$ cat src/tsc_pkg.sv
// Purpose: shared constants and types for the temperature sensor config/limit bank
// Assumes: one 50 MHz clock, synchronous active-high reset
// Notes:   register words are 16 bits, reached by a 3-bit pointer
`default_nettype none
package tsc_pkg;
	// pointer values
	localparam logic [2:0]  PTR_TEMP      = 3'h0;   // temperature result, read only
	localparam logic [2:0]  PTR_CONFIG    = 3'h1;   // device_config
	localparam logic [2:0]  PTR_LOW       = 3'h2;   // low_temp_limit
	localparam logic [2:0]  PTR_HIGH      = 3'h3;   // high_temp_limit
	localparam logic [2:0]  PTR_TRIGGER   = 3'h4;   // one-conversion trigger, write only
	localparam logic [2:0]  PTR_RESET     = 3'h0;   // pointer after reset
	// values after reset
	localparam logic [15:0] CONFIG_RESET  = 16'h0000;
	localparam logic [15:0] LOW_RESET     = 16'h4b00;
	localparam logic [15:0] HIGH_RESET    = 16'h5000;
	// field positions
	localparam int          CFG_SD_BIT    = 8;      // shutdown_ctrl
	localparam int          CFG_TM_BIT    = 9;      // thermostat_mode_sel
	localparam int          CFG_POL_BIT   = 10;     // alarm_polarity
	localparam int          CFG_FQ_LSB    = 11;     // fault_queue_len, 2 bits
	localparam int          CFG_OS_BIT    = 13;     // single_conversion_ctrl
	localparam int          CFG_HI_LSB    = 8;      // writable byte starts here
	localparam int          LIM_LSB       = 4;      // twelve-bit limit sits in 15:4
	// timing: idle gap between continuous conversions
	localparam int          CLK_MHZ       = 50;
	localparam int          CONV_DELAY_US = 53000;
	localparam int          CONV_DELAY_CYCLES = CONV_DELAY_US * CLK_MHZ;
	localparam int          DELAY_W       = 22;     // holds CONV_DELAY_CYCLES
	// fault queue depths per fault_queue_len code
	localparam logic [2:0]  FQ_DEPTH0     = 3'h1;
	localparam logic [2:0]  FQ_DEPTH1     = 3'h2;
	localparam logic [2:0]  FQ_DEPTH2     = 3'h4;
	localparam logic [2:0]  FQ_DEPTH3     = 3'h6;

	// upper config byte as held in the device
	typedef struct packed {
		logic [1:0] reserved;
		logic       single_conversion_ctrl;
		logic [1:0] fault_queue_len;
		logic       alarm_polarity;
		logic       thermostat_mode_sel;
		logic       shutdown_ctrl;
	} tsc_cfg_type;

	// conversion sequencer states
	typedef enum logic [1:0] {
		CS_IDLE,
		CS_CONV,
		CS_GAP
	} tsc_conv_state_type;

	// alarm evaluation controls passed to the fault queue
	typedef struct packed {
		logic [1:0] fault_queue_len;
		logic       thermostat_mode_sel;
	} tsc_alarm_ctl_type;
endpackage : tsc_pkg
`default_nettype wire
$ cat src/tsc_config_limits.sv
// Purpose: configuration and limit register bank with conversion sequencing
// Assumes: serial engine delivers pointer and word strobes on this clock
// Notes:   conversion engine is outside; this block starts, aborts and samples it
//
// Functional notes
// - both controls clear: convert continuously, reset default
// - single mode: trigger write runs one conversion
// - shutdown set: no conversion, trigger ignored
// - fault_queue_len selects one, two, four, six faults
// - alarm_polarity clear low-active, set high-active
// - thermostat_mode_sel: comparator clear, interrupt set
// - shutdown_ctrl set stops conversions, clear continuous unless single mode
// - config at pointer 1, fields, resets zero
// - low limit at pointer 2, resets 4b00
// - high limit at pointer 3, resets 5000
// - limits share the temperature result format
// - pointer low three bits select the register
// - shutdown entry aborts conversion, clears alarm, counter
`default_nettype none
module tsc_config_limits
	import tsc_pkg::*;
#(
	parameter int unsigned DELAY_CYCLES = CONV_DELAY_CYCLES  // gap between conversions
)(
	// clock and reset
	input  wire logic        REF_CLK_IN,
	input  wire logic        SRST_IN,
	// pointer and word access from the serial engine
	input  wire logic        PTR_WR_IN,
	input  wire logic [7:0]  PTR_DATA_IN,
	input  wire logic        REG_WR_IN,
	input  wire logic [15:0] REG_WDATA_IN,
	input  wire logic        REG_RD_IN,
	output logic [15:0]      REG_RDATA_OUT,
	// conversion engine
	output logic             CONV_START_OUT,
	output logic             CONV_ABORT_OUT,
	output logic             CONV_BUSY_OUT,
	input  wire logic        CONV_DONE_IN,
	input  wire logic [11:0] CONV_RESULT_IN,
	// open-drain alarm pin
	output logic             ALERT_O_OUT,
	output logic             ALERT_OE_OUT
);
	////////////////////////////////////////////////////////////////////////////////
	// registers
	logic [2:0]         pointer;       // selected register
	tsc_cfg_type        cfg;           // upper config byte
	logic [11:0]        low_limit;     // low_temp_limit bits 15:4
	logic [11:0]        high_limit;    // high_temp_limit bits 15:4
	logic [11:0]        last_result;   // newest temperature
	tsc_conv_state_type state;         // sequencer
	logic [DELAY_W-1:0] gap_count;     // idle gap timer
	logic               sd_prev;       // shutdown_ctrl last cycle
	logic               alert_active;  // from the fault queue
	logic               sd_entry;      // rising shutdown_ctrl
	logic               trigger_wr;    // write to trigger pointer
	logic               sample;        // result accepted
	tsc_alarm_ctl_type  alarm_ctl;     // fault queue controls

	assign sd_entry   = cfg.shutdown_ctrl && !sd_prev;
	assign trigger_wr = REG_WR_IN && (pointer == PTR_TRIGGER);
	assign sample     = (state == CS_CONV) && CONV_DONE_IN && !cfg.shutdown_ctrl;
	assign alarm_ctl  = '{fault_queue_len:     cfg.fault_queue_len,
	                      thermostat_mode_sel: cfg.thermostat_mode_sel};

	// word as software sees it at a pointer value
	function automatic logic [15:0] read_word(input logic [2:0] ptr);
		unique case (ptr)
			PTR_TEMP:   read_word = {last_result, 4'h0};
			PTR_CONFIG: read_word = {cfg, 8'h00};
			PTR_LOW:    read_word = {low_limit, 4'h0};
			PTR_HIGH:   read_word = {high_limit, 4'h0};
			default:    read_word = 16'h0000;  // trigger and unused pointers
		endcase
	endfunction : read_word

	////////////////////////////////////////////////////////////////////////////////
	// pointer: only the three low bits matter
	always_ff @(posedge REF_CLK_IN) begin
		if (SRST_IN) begin
			pointer <= PTR_RESET;
		end else if (PTR_WR_IN) begin
			pointer <= PTR_DATA_IN[2:0];
		end
	end

	// configuration; low byte is never stored so it reads back zero
	always_ff @(posedge REF_CLK_IN) begin
		if (SRST_IN) begin
			cfg <= CONFIG_RESET[15:CFG_HI_LSB];
		end else if (REG_WR_IN && pointer == PTR_CONFIG) begin
			// reserved bits kept as written; host is expected to send zeros
			cfg <= REG_WDATA_IN[15:CFG_HI_LSB];
		end
	end

	// limit words, nibble 3:0 dropped so it reads as zero
	always_ff @(posedge REF_CLK_IN) begin
		if (SRST_IN) begin
			low_limit  <= LOW_RESET[15:LIM_LSB];
			high_limit <= HIGH_RESET[15:LIM_LSB];
		end else if (REG_WR_IN) begin
			if (pointer == PTR_LOW) begin
				low_limit <= REG_WDATA_IN[15:LIM_LSB];
			end
			if (pointer == PTR_HIGH) begin
				high_limit <= REG_WDATA_IN[15:LIM_LSB];
			end
		end
	end

	// read data captured on the read strobe and held
	always_ff @(posedge REF_CLK_IN) begin
		if (SRST_IN) begin
			REG_RDATA_OUT <= 16'h0000;
		end else if (REG_RD_IN) begin
			REG_RDATA_OUT <= read_word(pointer);
		end
	end

	////////////////////////////////////////////////////////////////////////////////
	// shutdown edge tracking
	always_ff @(posedge REF_CLK_IN) begin
		if (SRST_IN) begin
			sd_prev <= 1'b0;
		end else begin
			sd_prev <= cfg.shutdown_ctrl;
		end
	end

	// conversion sequencer; reset starts a conversion right away
	always_ff @(posedge REF_CLK_IN) begin
		if (SRST_IN) begin
			state     <= CS_IDLE;
			gap_count <= '0;
		end else if (cfg.shutdown_ctrl) begin
			state     <= CS_IDLE;
			gap_count <= '0;
		end else begin
			unique case (state)
				CS_IDLE: begin
					// continuous starts at once; single mode waits for a trigger
					if (!cfg.single_conversion_ctrl || trigger_wr) begin
						state <= CS_CONV;
					end
				end
				CS_CONV: begin
					if (CONV_DONE_IN) begin
						gap_count <= '0;
						state     <= cfg.single_conversion_ctrl ? CS_IDLE : CS_GAP;
					end
				end
				CS_GAP: begin
					// single mode selected mid-gap drops straight to idle
					if (cfg.single_conversion_ctrl) begin
						state <= CS_IDLE;
					end else if (gap_count == DELAY_W'(DELAY_CYCLES - 1)) begin
						state <= CS_CONV;
					end else begin
						gap_count <= gap_count + DELAY_W'(1);
					end
				end
			endcase
		end
	end

	// engine strobes: start on entering conversion, abort on shutdown entry during a conversion
	always_ff @(posedge REF_CLK_IN) begin
		if (SRST_IN) begin
			CONV_START_OUT <= 1'b0;
			CONV_ABORT_OUT <= 1'b0;
			CONV_BUSY_OUT  <= 1'b0;
		end else begin
			CONV_START_OUT <= !cfg.shutdown_ctrl && (
				(state == CS_IDLE && (!cfg.single_conversion_ctrl || trigger_wr)) ||
				(state == CS_GAP && !cfg.single_conversion_ctrl &&
				 gap_count == DELAY_W'(DELAY_CYCLES - 1)));
			CONV_ABORT_OUT <= sd_entry && (state == CS_CONV);
			CONV_BUSY_OUT  <= (state == CS_CONV) && !CONV_DONE_IN && !cfg.shutdown_ctrl;
		end
	end

	// newest result kept for the temperature word
	always_ff @(posedge REF_CLK_IN) begin
		if (SRST_IN) begin
			last_result <= 12'h000;
		end else if (sample) begin
			last_result <= CONV_RESULT_IN;
		end
	end

	////////////////////////////////////////////////////////////////////////////////
	// fault queue; limits compare as signed sixteenths of a degree
	tsc_fault_queue u_fault_queue (
		.clk_in           (REF_CLK_IN),
		.srst_in          (SRST_IN),
		.clear_in         (sd_entry),
		.ctl_in           (alarm_ctl),
		.ack_in           (REG_RD_IN),
		.sample_in        (sample),
		.over_high_in     ($signed(CONV_RESULT_IN) >= $signed(high_limit)),
		.under_low_in     ($signed(CONV_RESULT_IN) <  $signed(low_limit)),
		.alert_active_out (alert_active)
	);

	// pin drives low when the alarm level is low, else floats to the pull-up
	always_ff @(posedge REF_CLK_IN) begin
		if (SRST_IN) begin
			ALERT_O_OUT  <= 1'b0;
			ALERT_OE_OUT <= 1'b0;
		end else begin
			ALERT_O_OUT  <= 1'b0;
			ALERT_OE_OUT <= (alert_active == cfg.alarm_polarity) ? 1'b0 : 1'b1;
		end
	end
endmodule : tsc_config_limits
`default_nettype wire

$ cat src/tsc_fault_queue.sv
// Purpose: consecutive-fault counter and alarm state
// Assumes: sample pulses once per finished conversion
// Notes:   clear has priority; a new alarm beats an acknowledge
`default_nettype none
module tsc_fault_queue
	import tsc_pkg::*;
(
	// clock and reset
	input  wire logic              clk_in,
	input  wire logic              srst_in,
	// control
	input  wire logic              clear_in,     // shutdown entry
	input  wire tsc_alarm_ctl_type ctl_in,
	input  wire logic              ack_in,       // register read in interrupt behaviour
	// comparison of the newest result
	input  wire logic              sample_in,
	input  wire logic              over_high_in,
	input  wire logic              under_low_in,
	// state
	output logic                   alert_active_out
);
	logic [2:0] count;     // consecutive faults seen
	logic       hunt_low;  // waiting for the low crossing
	logic       fault;     // current result counts as a fault
	logic       trip;      // queue full on this sample

	// depth lookup for the queue length code
	function automatic logic [2:0] fq_depth(input logic [1:0] code);
		unique case (code)
			2'h0: fq_depth = FQ_DEPTH0;
			2'h1: fq_depth = FQ_DEPTH1;
			2'h2: fq_depth = FQ_DEPTH2;
			2'h3: fq_depth = FQ_DEPTH3;
		endcase
	endfunction : fq_depth

	assign fault = hunt_low ? under_low_in : over_high_in;
	assign trip  = sample_in && fault && (count == fq_depth(ctl_in.fault_queue_len) - 3'h1);

	// fault counter, restarts on any in-limit result
	always_ff @(posedge clk_in) begin
		if (srst_in || clear_in) begin
			count <= 3'h0;
		end else if (trip) begin
			count <= 3'h0;
		end else if (sample_in) begin
			count <= fault ? count + 3'h1 : 3'h0;
		end
	end

	// direction of the next crossing we look for
	always_ff @(posedge clk_in) begin
		if (srst_in || clear_in) begin
			hunt_low <= 1'b0;
		end else if (trip) begin
			hunt_low <= ~hunt_low;
		end
	end

	// alarm flag; comparator follows crossings, interrupt latches until read
	always_ff @(posedge clk_in) begin
		if (srst_in || clear_in) begin
			alert_active_out <= 1'b0;
		end else if (trip) begin
			alert_active_out <= ctl_in.thermostat_mode_sel ? 1'b1 : ~hunt_low;
		end else if (ctl_in.thermostat_mode_sel && ack_in) begin
			alert_active_out <= 1'b0;
		end
	end
endmodule : tsc_fault_queue
`default_nettype wire

$ cat config.mk
export PLATFORM = sky130hd
export DESIGN_NAME = tsc_config_limits
export DESIGN_NICKNAME = d
export VERILOG_FILES = /design/src/tsc_pkg.sv /design/src/tsc_config_limits.sv /design/src/tsc_fault_queue.sv
export SDC_FILE = /design/constraint.sdc
export NUM_CORES = 1
export LEC_CHECK = 0
export BUFFER_PORTS_ARGS = -buffer_cell sky130_fd_sc_hd__buf_2
export CAP_MARGIN = 20
export CORE_MARGIN = 2
export CORE_UTILIZATION = 51
export CTS_CLUSTER_DIAMETER = 150
export DETAILED_ROUTE_END_ITERATION = 10
export PLACE_DENSITY = 0.69
export SYNTH_ARGS = -nofsm -noshare
export SYNTH_HDL_FRONTEND = slang
export SYNTH_SLANG_ARGS = --single-unit
$ cat constraint.sdc
create_clock -name REF_CLK_IN -period 5.7 [get_ports REF_CLK_IN]
set_clock_uncertainty 0.05 [all_clocks]
set_input_delay 0.57 -clock REF_CLK_IN [delete_from_list [all_inputs] [get_ports REF_CLK_IN]]
set_output_delay 0.57 -clock REF_CLK_IN [all_outputs]
set_load 0.1 [all_outputs]
==> impl_metrics.json, run 1 <==
{
  "run_status": "finished clean",
  "layout-drive-gt1-share_pct": 14.6,
  "dp_cells": 700,
  "drt-vias-per-instance": 5.56,
  "ys_warn_count": 0,
  "rows": 34,
  "synthXorXnorAreaFrac_pct": 4.30,
  "worst-endpoint-arrival_ns": 2.72,
  "critPathTopFamily": "simple AND/OR/NAND/NOR gates",
  "boundaryPins": 63,
  "synth-edff-count": 0,
  "yosys.cell_types.count": 52,
  "final_max_slew_viol_count": 0,
  "grt_overflow": 0,
  "max-clock-path-buffers": 2,
  "cts_inserted_buffers": 9,
  "post_synthesis_area_per_instance_um2": 8.30,
  "cts_resized": 0,
  "worst_setup_path_category": "reg2reg",
  "synthMuxAreaShare_pct": 5.58,
  "drt_first_pass_iters": 7,
  "routedWlPerCell_um": 15.8,
  "route.vias.total": 3992,
  "synth_compound_area_share_pct": 12.1,
  "design.core.area_um2": 8810,
  "cell_by_cell_trace_of_the_critical_path": "inv_1, ha_1, and4_1, a21o_1, o311a_1, or4b_4, nor3b_1, a211oi_1",
  "ctsHoldBuffers": 0,
  "cp.buffers_inverters": 1,
  "post-route-drc-count": 0,
  "clk_latency_ns": 0.37,
  "finalSetupViolCount": 0,
  "timing.final.crit_period_ns": 2.51,
  "final-instance-count-excl-fill": 718,
  "detail_route.iter0.violations": 226,
  "cts.htree.levels": 3,
  "grt_setup_unrepaired": "false",
  "critPathLaunchType": "flop",
  "final_ant_viol_nets": 0,
  "syn2layout_area_growth_pct": 11.5,
  "die_h_um": 99.9,
  "synthAdderAreaFrac_pct": 7.47,
  "synthSimpleGateAreaFrac_pct": 25.5,
  "vdd_ir_drop_max_mv": 0.137,
  "synth.cell_area_um2": 4690,
  "cp_slowest_cell": "sky130_fd_sc_hd__or4b_4",
  "p_leak_nw": 2.10,
  "cts_num_sinks": 93,
  "cts_tree": "built",
  "floorplan.initialDensity_pct": 53.3,
  "grt_antenna_before_repair": 0,
  "die_area_um2": 9980,
  "postSynthCellCount": 565,
  "max_slew_margin_pct": 46.9,
  "dp_worst_setup_slack_ns": 2.90,
  "grt.total_usage_pct": 24.0,
  "grt_start_max_net_pins": 65,
  "antenna_cells": 0,
  "post-dp-hpwl_um": 7930,
  "total_power_w": 0.00147,
  "portBuffers": 48,
  "layout.core_utilization_pct": 59.4,
  "final-hold-violation-count": 0,
  "cts.root.buffer_cell": "sky130_fd_sc_hd__clkbuf_8",
  "cts.reportedPaths.clkPinSlew_ns": 0.09,
  "timing.critical_path.fanout_max": 4,
  "setup_tns_ns": 0,
  "die_width_um": 99.9,
  "endpoint_kind": "flop",
  "drv.max_cap_violation_count": 0,
  "max_stage_delay_ns": 0.56,
  "grt_pass1_vias": 3801,
  "ys_seq_area_share_pct": 39.7,
  "worst_pin_slew_ns": 0.794,
  "min_period_over_period_pct": 44.0,
  "dominant_combinational_cell_family_by_area_after_synthesis": "simple AND/OR/NAND/NOR gates",
  "finalWorstSetupSlack_ns": 3.19,
  "path_type_of_the_worst_min_delay_path": "in2reg",
  "routed_wl_um": 11400,
  "fin_nets": 675,
  "postCtsSetupBuffers": 0,
  "place_congestion": 0.866,
  "power.density_cell_area_nw_per_um2": 281,
  "synth_seq_cells": 93,
  "synth_ff_type": "sky130_fd_sc_hd__dfxtp_1",
  "postSynth.asyncResetShare_pct": 0,
  "achievable-frequency_mhz": 398,
  "grt_first_pass_wirelength_um": 18700,
  "worst_ep_required_time_ns": 5.91
}
## through the flow
stage          hold slack [ns]  instance area, µm²
2_1_floorplan            0.383                4700
3_3_place_gp             0.390                4970
3_5_place_dp             0.397                4980
4_1_cts                  0.367                5200
5_1_grt                  0.369                5230
6_report                 0.379                5230
## worst register-to-register path, stage by stage, from the launching register on
cell	delay (ns)
sky130_fd_sc_hd__dfxtp_1	0.36
sky130_fd_sc_hd__inv_1	0.06
sky130_fd_sc_hd__ha_1	0.31
sky130_fd_sc_hd__and4_1	0.26
sky130_fd_sc_hd__a21o_1	0.18
sky130_fd_sc_hd__o311a_1	0.35
sky130_fd_sc_hd__or4b_4	0.56
sky130_fd_sc_hd__nor3b_1	0.21
sky130_fd_sc_hd__a211oi_1	0.07
## placed cells by master (no fill, tap or decap), types with 3 or more instances in the layout
cell                       count
sky130_fd_sc_hd__nand3_1      21
sky130_fd_sc_hd__and4_1        5
sky130_fd_sc_hd__mux4_2        8
sky130_fd_sc_hd__buf_2        48
sky130_fd_sc_hd__inv_1        29
sky130_fd_sc_hd__clkbuf_1      3
sky130_fd_sc_hd__and3_1        5
sky130_fd_sc_hd__nand2_1     105
sky130_fd_sc_hd__nor2b_1      22
sky130_fd_sc_hd__xor2_1       18
sky130_fd_sc_hd__clkbuf_8     10
sky130_fd_sc_hd__nand2b_1      3
sky130_fd_sc_hd__mux2i_1       7
sky130_fd_sc_hd__a21o_1        5
sky130_fd_sc_hd__or2_2         4
sky130_fd_sc_hd__conb_1        5
sky130_fd_sc_hd__ha_1         28
sky130_fd_sc_hd__buf_4         6
sky130_fd_sc_hd__nor2_1       57
sky130_fd_sc_hd__o21ai_0       6
sky130_fd_sc_hd__nand4_1       9
sky130_fd_sc_hd__nor3_1        3
sky130_fd_sc_hd__dfxtp_1      93
sky130_fd_sc_hd__a21oi_1      60
sky130_fd_sc_hd__xnor2_1       5
sky130_fd_sc_hd__a31oi_1       3
sky130_fd_sc_hd__a211o_1       5
## synth_stat cells (2+ instances only)
master                     instances  area share, %
sky130_fd_sc_hd__a211o_1           5           0.93
sky130_fd_sc_hd__a21o_1            5           0.80
sky130_fd_sc_hd__a21oi_1          60            6.4
sky130_fd_sc_hd__a22oi_1           2           0.32
sky130_fd_sc_hd__a31oi_1           3           0.40
sky130_fd_sc_hd__and2_1            2           0.27
sky130_fd_sc_hd__and3_1            5           0.67
sky130_fd_sc_hd__and4_1            5           0.93
sky130_fd_sc_hd__buf_1             3           0.24
sky130_fd_sc_hd__buf_4             6           0.96
sky130_fd_sc_hd__clkbuf_1         21            1.7
sky130_fd_sc_hd__dfxtp_1          93             40
sky130_fd_sc_hd__ha_1             28            7.5
sky130_fd_sc_hd__inv_1            29            2.3
sky130_fd_sc_hd__mux2i_1           7            1.5
sky130_fd_sc_hd__mux4_2            8            3.8
sky130_fd_sc_hd__nand2_1         105            8.4
sky130_fd_sc_hd__nand2b_1          3           0.40
sky130_fd_sc_hd__nand3_1          21            2.2
sky130_fd_sc_hd__nand3b_1          2           0.32
sky130_fd_sc_hd__nand4_1           9            1.2
sky130_fd_sc_hd__nor2_1           57            4.6
sky130_fd_sc_hd__nor2b_1          22            2.9
sky130_fd_sc_hd__nor3_1            3           0.32
sky130_fd_sc_hd__nor3b_1           2           0.32
sky130_fd_sc_hd__nor4_1            2           0.27
sky130_fd_sc_hd__o211ai_1          2           0.32
sky130_fd_sc_hd__o21ai_0           7           0.75
sky130_fd_sc_hd__or2_2             4           0.53
sky130_fd_sc_hd__xnor2_1           5           0.93
sky130_fd_sc_hd__xor2_1           18            3.4
## area by class of cell
type | instances | area (µm²)
clock buffers | 13 | 149
clock inverters | 3 | 68.8
fillers | 802 | 3580
inverters | 29 | 109
multi-input cells | 417 | 2600
flip-flops and latches | 93 | 1860
well taps | 108 | 135
repair buffers | 55 | 305
## worst paths after layout
kind	startpoint	end	slack, ns	depth (start not counted)
worst max-delay path	high_limit[11]$_SDFFE_PP0P_	u_fault_queue.alert_active_out$_SDFFE_PP0P_	3.19	8
worst min-delay path	REG_WDATA_IN[11]	low_limit[7]$_SDFFE_PP1P_	0.38	2
worst max register to register	high_limit[11]$_SDFFE_PP0P_	u_fault_queue.alert_active_out$_SDFFE_PP0P_	3.19	8
worst min register to register	last_result[2]$_SDFFE_PP0P_	last_result[2]$_SDFFE_PP0P_	0.41	2
## power by group
group,switching (W),internal (W)
sequential,0.0000151,0.000676
clock,0.000230,0.000261
combinational,0.000200,0.0000870
total,0.000445,0.00102
## sequential cells by signal, summed over array words and instances (netlist names), 2 cells and up
| name | cells |
|---|---|
| high_limit | 12 |
| low_limit | 12 |
| alarm_ctl | 3 |
| last_result | 12 |
| cfg | 5 |
| REG_RDATA_OUT | 12 |
| gap_count | 22 |
| pointer | 3 |
| state | 2 |
| u_fault_queue.count | 3 |
## per-layer routing
| metal | vias to the layer above | GRT usage, % | part of all wire [%] |
|---|---|---|---|
| met4 | 0 | 7.80 | 2.2 |
| met5 | - | 0 | 0 |
| met3 | 20 | 5.01 | 6.7 |
| met2 | 153 | 37.7 | 45 |
| li1 | 1988 | - | - |
| met1 | 1831 | 33.1 | 46 |
## kinds of logic (layout without fill, tap and decap cells)
family | after synthesis | in the layout
simple gates | 252 | 252
compound gates | 93 | 93
flops | 93 | 93
buf+inv | 59 | 100
fa+ha+maj | 28 | 28
xor+xnor | 23 | 23
mux | 16 | 16
other cells | 1 | 5
(Power assumes the default switching activity.)
==> run 2: changes to the inputs <==
Settings changed: PLACE_DENSITY 0.69 to 0.72.
Clock period 5.7 ns to 2.2 ns, I/O delays scaled along.
==> run 2 against run 1 <==
Net effect:
- the flow now finishes with violations (setup timing)
- combinational power rose to 2.9 times the previous value
- worst setup slack worse by 3.3 ns
- first-iteration DRC count is 14% lower
- critical path depth stayed put
- via count up 5.1%
- die area unchanged
- sequential power rose to 2.6 times the previous value
- global-route usage is 0.34 points higher
- sequential share of layout area shrank 2.8 points
==> impl_metrics.json, run 2 (same netlist as run 1, synthesis figures left out) <==
{
  "finalSetupViolCount": 4,
  "cell_by_cell_trace_of_the_critical_path": "inv_2, ha_4, a2111oi_4, nor4b_2, a211o_1, or4b_4, nor3b_2, a211oi_1",
  "final_max_slew_viol_count": 0,
  "cts_num_sinks": 93,
  "achievable-frequency_mhz": 436,
  "max_slew_margin_pct": 42.5,
  "grt_setup_unrepaired": "true",
  "cts.root.buffer_cell": "sky130_fd_sc_hd__clkbuf_8",
  "cts.htree.levels": 3,
  "grt_first_pass_wirelength_um": 18900,
  "worst_ep_required_time_ns": 2.40,
  "rows": 34,
  "cts.reportedPaths.clkPinSlew_ns": 0.10,
  "final_ant_viol_nets": 0,
  "ctsHoldBuffers": 0,
  "max_stage_delay_ns": 0.57,
  "layout-drive-gt1-share_pct": 26.5,
  "timing.hold.ws_ns": 0.0213,
  "floorplan.initialDensity_pct": 53.3,
  "grt_pass1_vias": 3966,
  "sw_frac_of_total_pct": 31.2,
  "design.core.area_um2": 8810,
  "syn2layout_area_growth_pct": 22.4,
  "p_leak_nw": 2.30,
  "final-hold-violation-count": 0,
  "grt.total_usage_pct": 24.3,
  "min_period_over_period_pct": 104,
  "dpl_cell_area_um2": 5240,
  "endpoint_kind": "flop",
  "power.density_cell_area_nw_per_um2": 687,
  "die_width_um": 99.9,
  "post-route-drc-count": 0,
  "portBuffers": 48,
  "drt-vias-per-instance": 5.55,
  "worst_setup_path_category": "reg2reg",
  "drv.max_cap_violation_count": 0,
  "final-instance-count-excl-fill": 756,
  "routed_wl_um": 12100,
  "finish.instance_area_um2": 5740,
  "timing.final.crit_period_ns": 2.29,
  "die_area_um2": 9980,
  "die_h_um": 99.9,
  "cp_slowest_cell": "sky130_fd_sc_hd__or4b_4",
  "largest-register": "gap_count",
  "dp_cells": 732,
  "cts_tree": "built",
  "total_power_w": 0.00395,
  "setup_tns_ns": -0.165,
  "detail_route.iter0.violations": 195,
  "drt_first_pass_iters": 4,
  "clk_latency_ns": 0.38,
  "multiInputGateArea_um2": 2820,
  "fin_nets": 713,
  "grt_antenna_before_repair": 0,
  "layout.cells.most_common_list": "sky130_fd_sc_hd__nand2_1, sky130_fd_sc_hd__dfxtp_1, sky130_fd_sc_hd__a21oi_1, sky130_fd_sc_hd__nor2_1, sky130_fd_sc_hd__buf_2",
  "worst-endpoint-arrival_ns": 2.49,
  "comb_power_share_pct": 21.4,
  "run_status": "complete, but fails checks",
  "failing_checks": "setup timing",
  "post-dp-hpwl_um": 8310,
  "grt_overflow": 0,
  "timing.critical_path.fanout_max": 3,
  "power.internal_w": 0.00272,
  "finalWorstSetupSlack_ns": -0.0911,
  "layout.area.seq_um2": 1880,
  "grt_start_max_net_pins": 34,
  "path_type_of_the_worst_min_delay_path": "in2reg",
  "vdd_ir_drop_max_mv": 0.394,
  "critPathLaunchType": "flop",
  "largest_register_ffs": 22,
  "p_sw_w": 0.00123,
  "final_common_cell": "sky130_fd_sc_hd__nand2_1",
  "power.sequential.fraction_pct": 45.7,
  "antenna_cells": 0,
  "worst_pin_slew_ns": 0.861,
  "max-clock-path-buffers": 2,
  "relative_contribution_of_the_clock_network_to_total_power_pct": 32.9,
  "cts_inserted_buffers": 9,
  "boundaryPins": 63,
  "routedWlPerCell_um": 16.0,
  "layout.filler_cells": 726,
  "route.vias.total": 4194,
  "place_congestion": 0.944
}
## run 2: through the flow
| step | utilization (%) | worst slack (ns) |
|---|---|---|
| after floorplan | - | -0.00869 |
| after global placement | 59.5 | -0.138 |
| after detailed placement | 59.5 | -0.187 |
| after CTS | 63.6 | -0.0996 |
| after global routing | 65.2 | -0.155 |
| final | 65.2 | -0.0911 |
## run 2: cell type report
cell class	instances	share of cell area, %
multi-input combinational	418	49.1
sequential	93	32.8
timing repair buffer	92	10.0
clock buffer	11	2.46
tap	108	2.35
inverter	29	1.90
clock inverter	5	1.46
## run 2: critical path, delay by kind of cell (launching register included)
family,cells,cell delay [ns]
flip-flops,1,0.34
adder cells (fa/ha/maj),1,0.21
buffers and inverters,1,0.04
AO/OA/AOI/OAI,3,0.69
AND/OR/NAND/NOR,3,0.83
## run 2: timing repair
action,CTS,global route
pin swaps,12,10
setup buffers,4,3
cloned,0,1
setup endpoints to repair,15,27
resized for setup,17,28
## run 2: worst paths after layout
check,start,endpoint,slack [ns],cells past startpoint
worst max-delay path,low_limit[1]$_SDFFE_PP0P_,u_fault_queue.alert_active_out$_SDFFE_PP0P_,-0.09,8
worst min-delay path,REG_WDATA_IN[6],low_limit[2]$_SDFFE_PP0P_,0.02,3
worst max register to register,low_limit[1]$_SDFFE_PP0P_,u_fault_queue.alert_active_out$_SDFFE_PP0P_,-0.09,8
worst min register to register,last_result[10]$_SDFFE_PP0P_,last_result[10]$_SDFFE_PP0P_,0.41,2
## run 2: power groups by stage
stage	logic (W)	registers (W)	clock network, W
after floorplan	0.000446	0.00194	0
after global placement	0.000744	0.00184	0
after detailed placement	0.000761	0.00184	0
after CTS	0.000783	0.00180	0.00131
after global routing	0.000903	0.00181	0.00139
final	0.000844	0.00180	0.00130
## run 2: metal layers
metal	vias to the layer above	global-route usage [%]	routed length, µm
li1	2070	-	-
met1	1994	29.0	4870
met2	103	42.9	6200
met3	27	4.67	697
met4	0	10.1	346
met5	-	0	0
==> run 3: changes to the inputs <==
Settings changed: PLACE_DENSITY 0.72 to 0.8.
==> run 3 against run 2 <==
Net effect:
- the flow finishes with violations (DRC, setup timing)
- first-iteration DRC count up 56%
- sequential share of layout area up 0.13 points
- hold slack gained 0.0073 ns
- critical endpoint unchanged
==> impl_metrics.json, run 3 (same netlist as run 1, synthesis figures left out) <==
{
  "rows": 34,
  "finish.instance_area_um2": 5730,
  "drv.max_cap_violation_count": 0,
  "worstHoldStart": "REG_WDATA_IN[8]",
  "grt.total_usage_pct": 24.5,
  "run_status": "complete, but fails checks",
  "grt_first_pass_wirelength_um": 19200,
  "cts_inserted_buffers": 9,
  "grt_setup_unrepaired": "true",
  "clk_latency_ns": 0.37,
  "cts_num_sinks": 93,
  "comb_power_share_pct": 22.1,
  "power.density_cell_area_nw_per_um2": 665,
  "syn2layout_area_growth_pct": 22.1,
  "final-instance-count-excl-fill": 755,
  "dp_cells": 731,
  "grt_overflow": 0,
  "grt_pass1_vias": 4032,
  "dp_worst_setup_slack_ns": -0.190,
  "routed_wl_um": 12400,
  "grt_antenna_before_repair": 0,
  "die_h_um": 99.9,
  "endpoint_kind": "flop",
  "min_period_over_period_pct": 105,
  "timing.final.crit_period_ns": 2.32,
  "vdd_ir_drop_max_mv": 0.337,
  "path_type_of_the_worst_min_delay_path": "in2reg",
  "sw_frac_of_total_pct": 31.8,
  "achievable-frequency_mhz": 432,
  "antenna_cells": 0,
  "cp-startpoint": "high_limit[4]$_SDFFE_PP0P_",
  "largest-register": "gap_count",
  "final_common_cell": "sky130_fd_sc_hd__nand2_1",
  "timing.critical_path.fanout_max": 3,
  "fin_nets": 712,
  "die_width_um": 99.9,
  "final_max_slew_viol_count": 0,
  "routedWlPerCell_um": 16.4,
  "finalWorstSetupSlack_ns": -0.117,
  "finalSetupViolCount": 2,
  "p_sw_w": 0.00121,
  "crit-reg2reg-launch": "high_limit[4]$_SDFFE_PP0P_",
  "grt_start_max_net_pins": 31,
  "power.internal_w": 0.00260,
  "drt-vias-per-instance": 5.68,
  "cts.htree.levels": 3,
  "max_slew_margin_pct": 47.2,
  "relative_contribution_of_the_clock_network_to_total_power_pct": 30.6,
  "failing_checks": "DRC, setup timing",
  "worst_setup_path_category": "reg2reg",
  "portBuffers": 48,
  "cts.reportedPaths.clkPinSlew_ns": 0.09,
  "final-hold-violation-count": 0,
  "p_leak_nw": 2.29,
  "detail_route.iter0.violations": 304,
  "cts_tree": "built",
  "power.sequential.fraction_pct": 47.3,
  "layout-drive-gt1-share_pct": 26.1,
  "place_congestion": 0.928,
  "worst_ep_required_time_ns": 2.41,
  "final_ant_viol_nets": 0,
  "layout.cells.most_common_list": "sky130_fd_sc_hd__nand2_1, sky130_fd_sc_hd__dfxtp_1, sky130_fd_sc_hd__a21oi_1, sky130_fd_sc_hd__nor2_1, sky130_fd_sc_hd__buf_2",
  "floorplan.initialDensity_pct": 53.3,
  "post-dp-hpwl_um": 8480,
  "critPathLaunchType": "flop",
  "largest_register_ffs": 22,
  "route.vias.total": 4290,
  "worst-endpoint-arrival_ns": 2.53,
  "max-clock-path-buffers": 2,
  "timing.hold.ws_ns": 0.0286,
  "boundaryPins": 63,
  "dpl_cell_area_um2": 5230,
  "worst_pin_slew_ns": 0.790,
  "die_area_um2": 9980,
  "design.core.area_um2": 8810,
  "drt_first_pass_iters": 8,
  "post-route-drc-count": 1,
  "cts.root.buffer_cell": "sky130_fd_sc_hd__clkbuf_8"
}
-- run 3: cell types whose count changed in the layout (fill, tap and decap cells not counted), sizes merged --
cell	change
bufinv	-1
buf	-1
inv	+1
-- run 3: layer usage --
layer / global-route usage, % / part of all wire, %
met2: 39.7 / 48
met1: 31.8 / 42
met5: 0 / 0
met4: 11.4 / 2.5
met3: 4.39 / 7.4
-- run 3: area by class of cell --
cell class	instances	area, µm²
fillers	714	3080
clock buffers	11	141
repair buffers	91	567
well taps	108	135
flip-flops and latches	93	1880
clock inverters	5	58.8
multi-input cells	418	2830
inverters	29	109
-- run 3: power by group through the flow --
stage          Sequential, W  Clock, W  Combinational [W]
6_report             0.00180   0.00116           0.000843
4_1_cts              0.00180   0.00118           0.000788
2_1_floorplan        0.00194         0           0.000446
3_5_place_dp         0.00184         0           0.000753
3_3_place_gp         0.00184         0           0.000737
5_1_grt              0.00181   0.00126           0.000904
-- run 3: final timing paths --
| path | to | slack, ns | cells after the start |
|---|---|---|---|
| worst max-delay path | u_fault_queue.alert_active_out$_SDFFE_PP0P_ | -0.12 | 9 |
| worst min-delay path | low_limit[4]$_SDFFE_PP1P_ | 0.03 | 2 |
| worst max register to register | u_fault_queue.alert_active_out$_SDFFE_PP0P_ | -0.12 | 9 |
| worst min register to register | last_result[7]$_SDFFE_PP0P_ | 0.41 | 2 |
-- run 3: repair_timing --
item	CTS	global route
hold endpoints to repair	0	0
pin swaps	7	9
buffers inserted	1	6
endpoints found under the setup margin	21	17
cloned	0	1
gates resized for setup	18	27
hold buffers	0	0
-- run 3: worst max-delay path: stages, from the launching register on --
cell and delay, ns:
sky130_fd_sc_hd__dfxtp_1 0.34, sky130_fd_sc_hd__inv_1 0.05, sky130_fd_sc_hd__ha_1 0.28, sky130_fd_sc_hd__and4_1 0.23
sky130_fd_sc_hd__nand2_1 0.10, sky130_fd_sc_hd__a21oi_2 0.06, sky130_fd_sc_hd__o311a_1 0.32, sky130_fd_sc_hd__or4b_4 0.53
sky130_fd_sc_hd__nor3b_2 0.19, sky130_fd_sc_hd__a211oi_2 0.05
-- run 3: stage by stage --
| stage | TNS, ns | power, W | utilization, % |
|---|---|---|---|
| after detailed placement | -1.32 | 0.00259 | 59.4 |
| after floorplan | -0.00869 | 0.00238 | - |
| after global placement | -0.303 | 0.00257 | 59.4 |
| after CTS | -0.0989 | 0.00377 | 62.9 |
| final | -0.196 | 0.00381 | 65.0 |
| after global routing | -0.483 | 0.00397 | 65.0 |
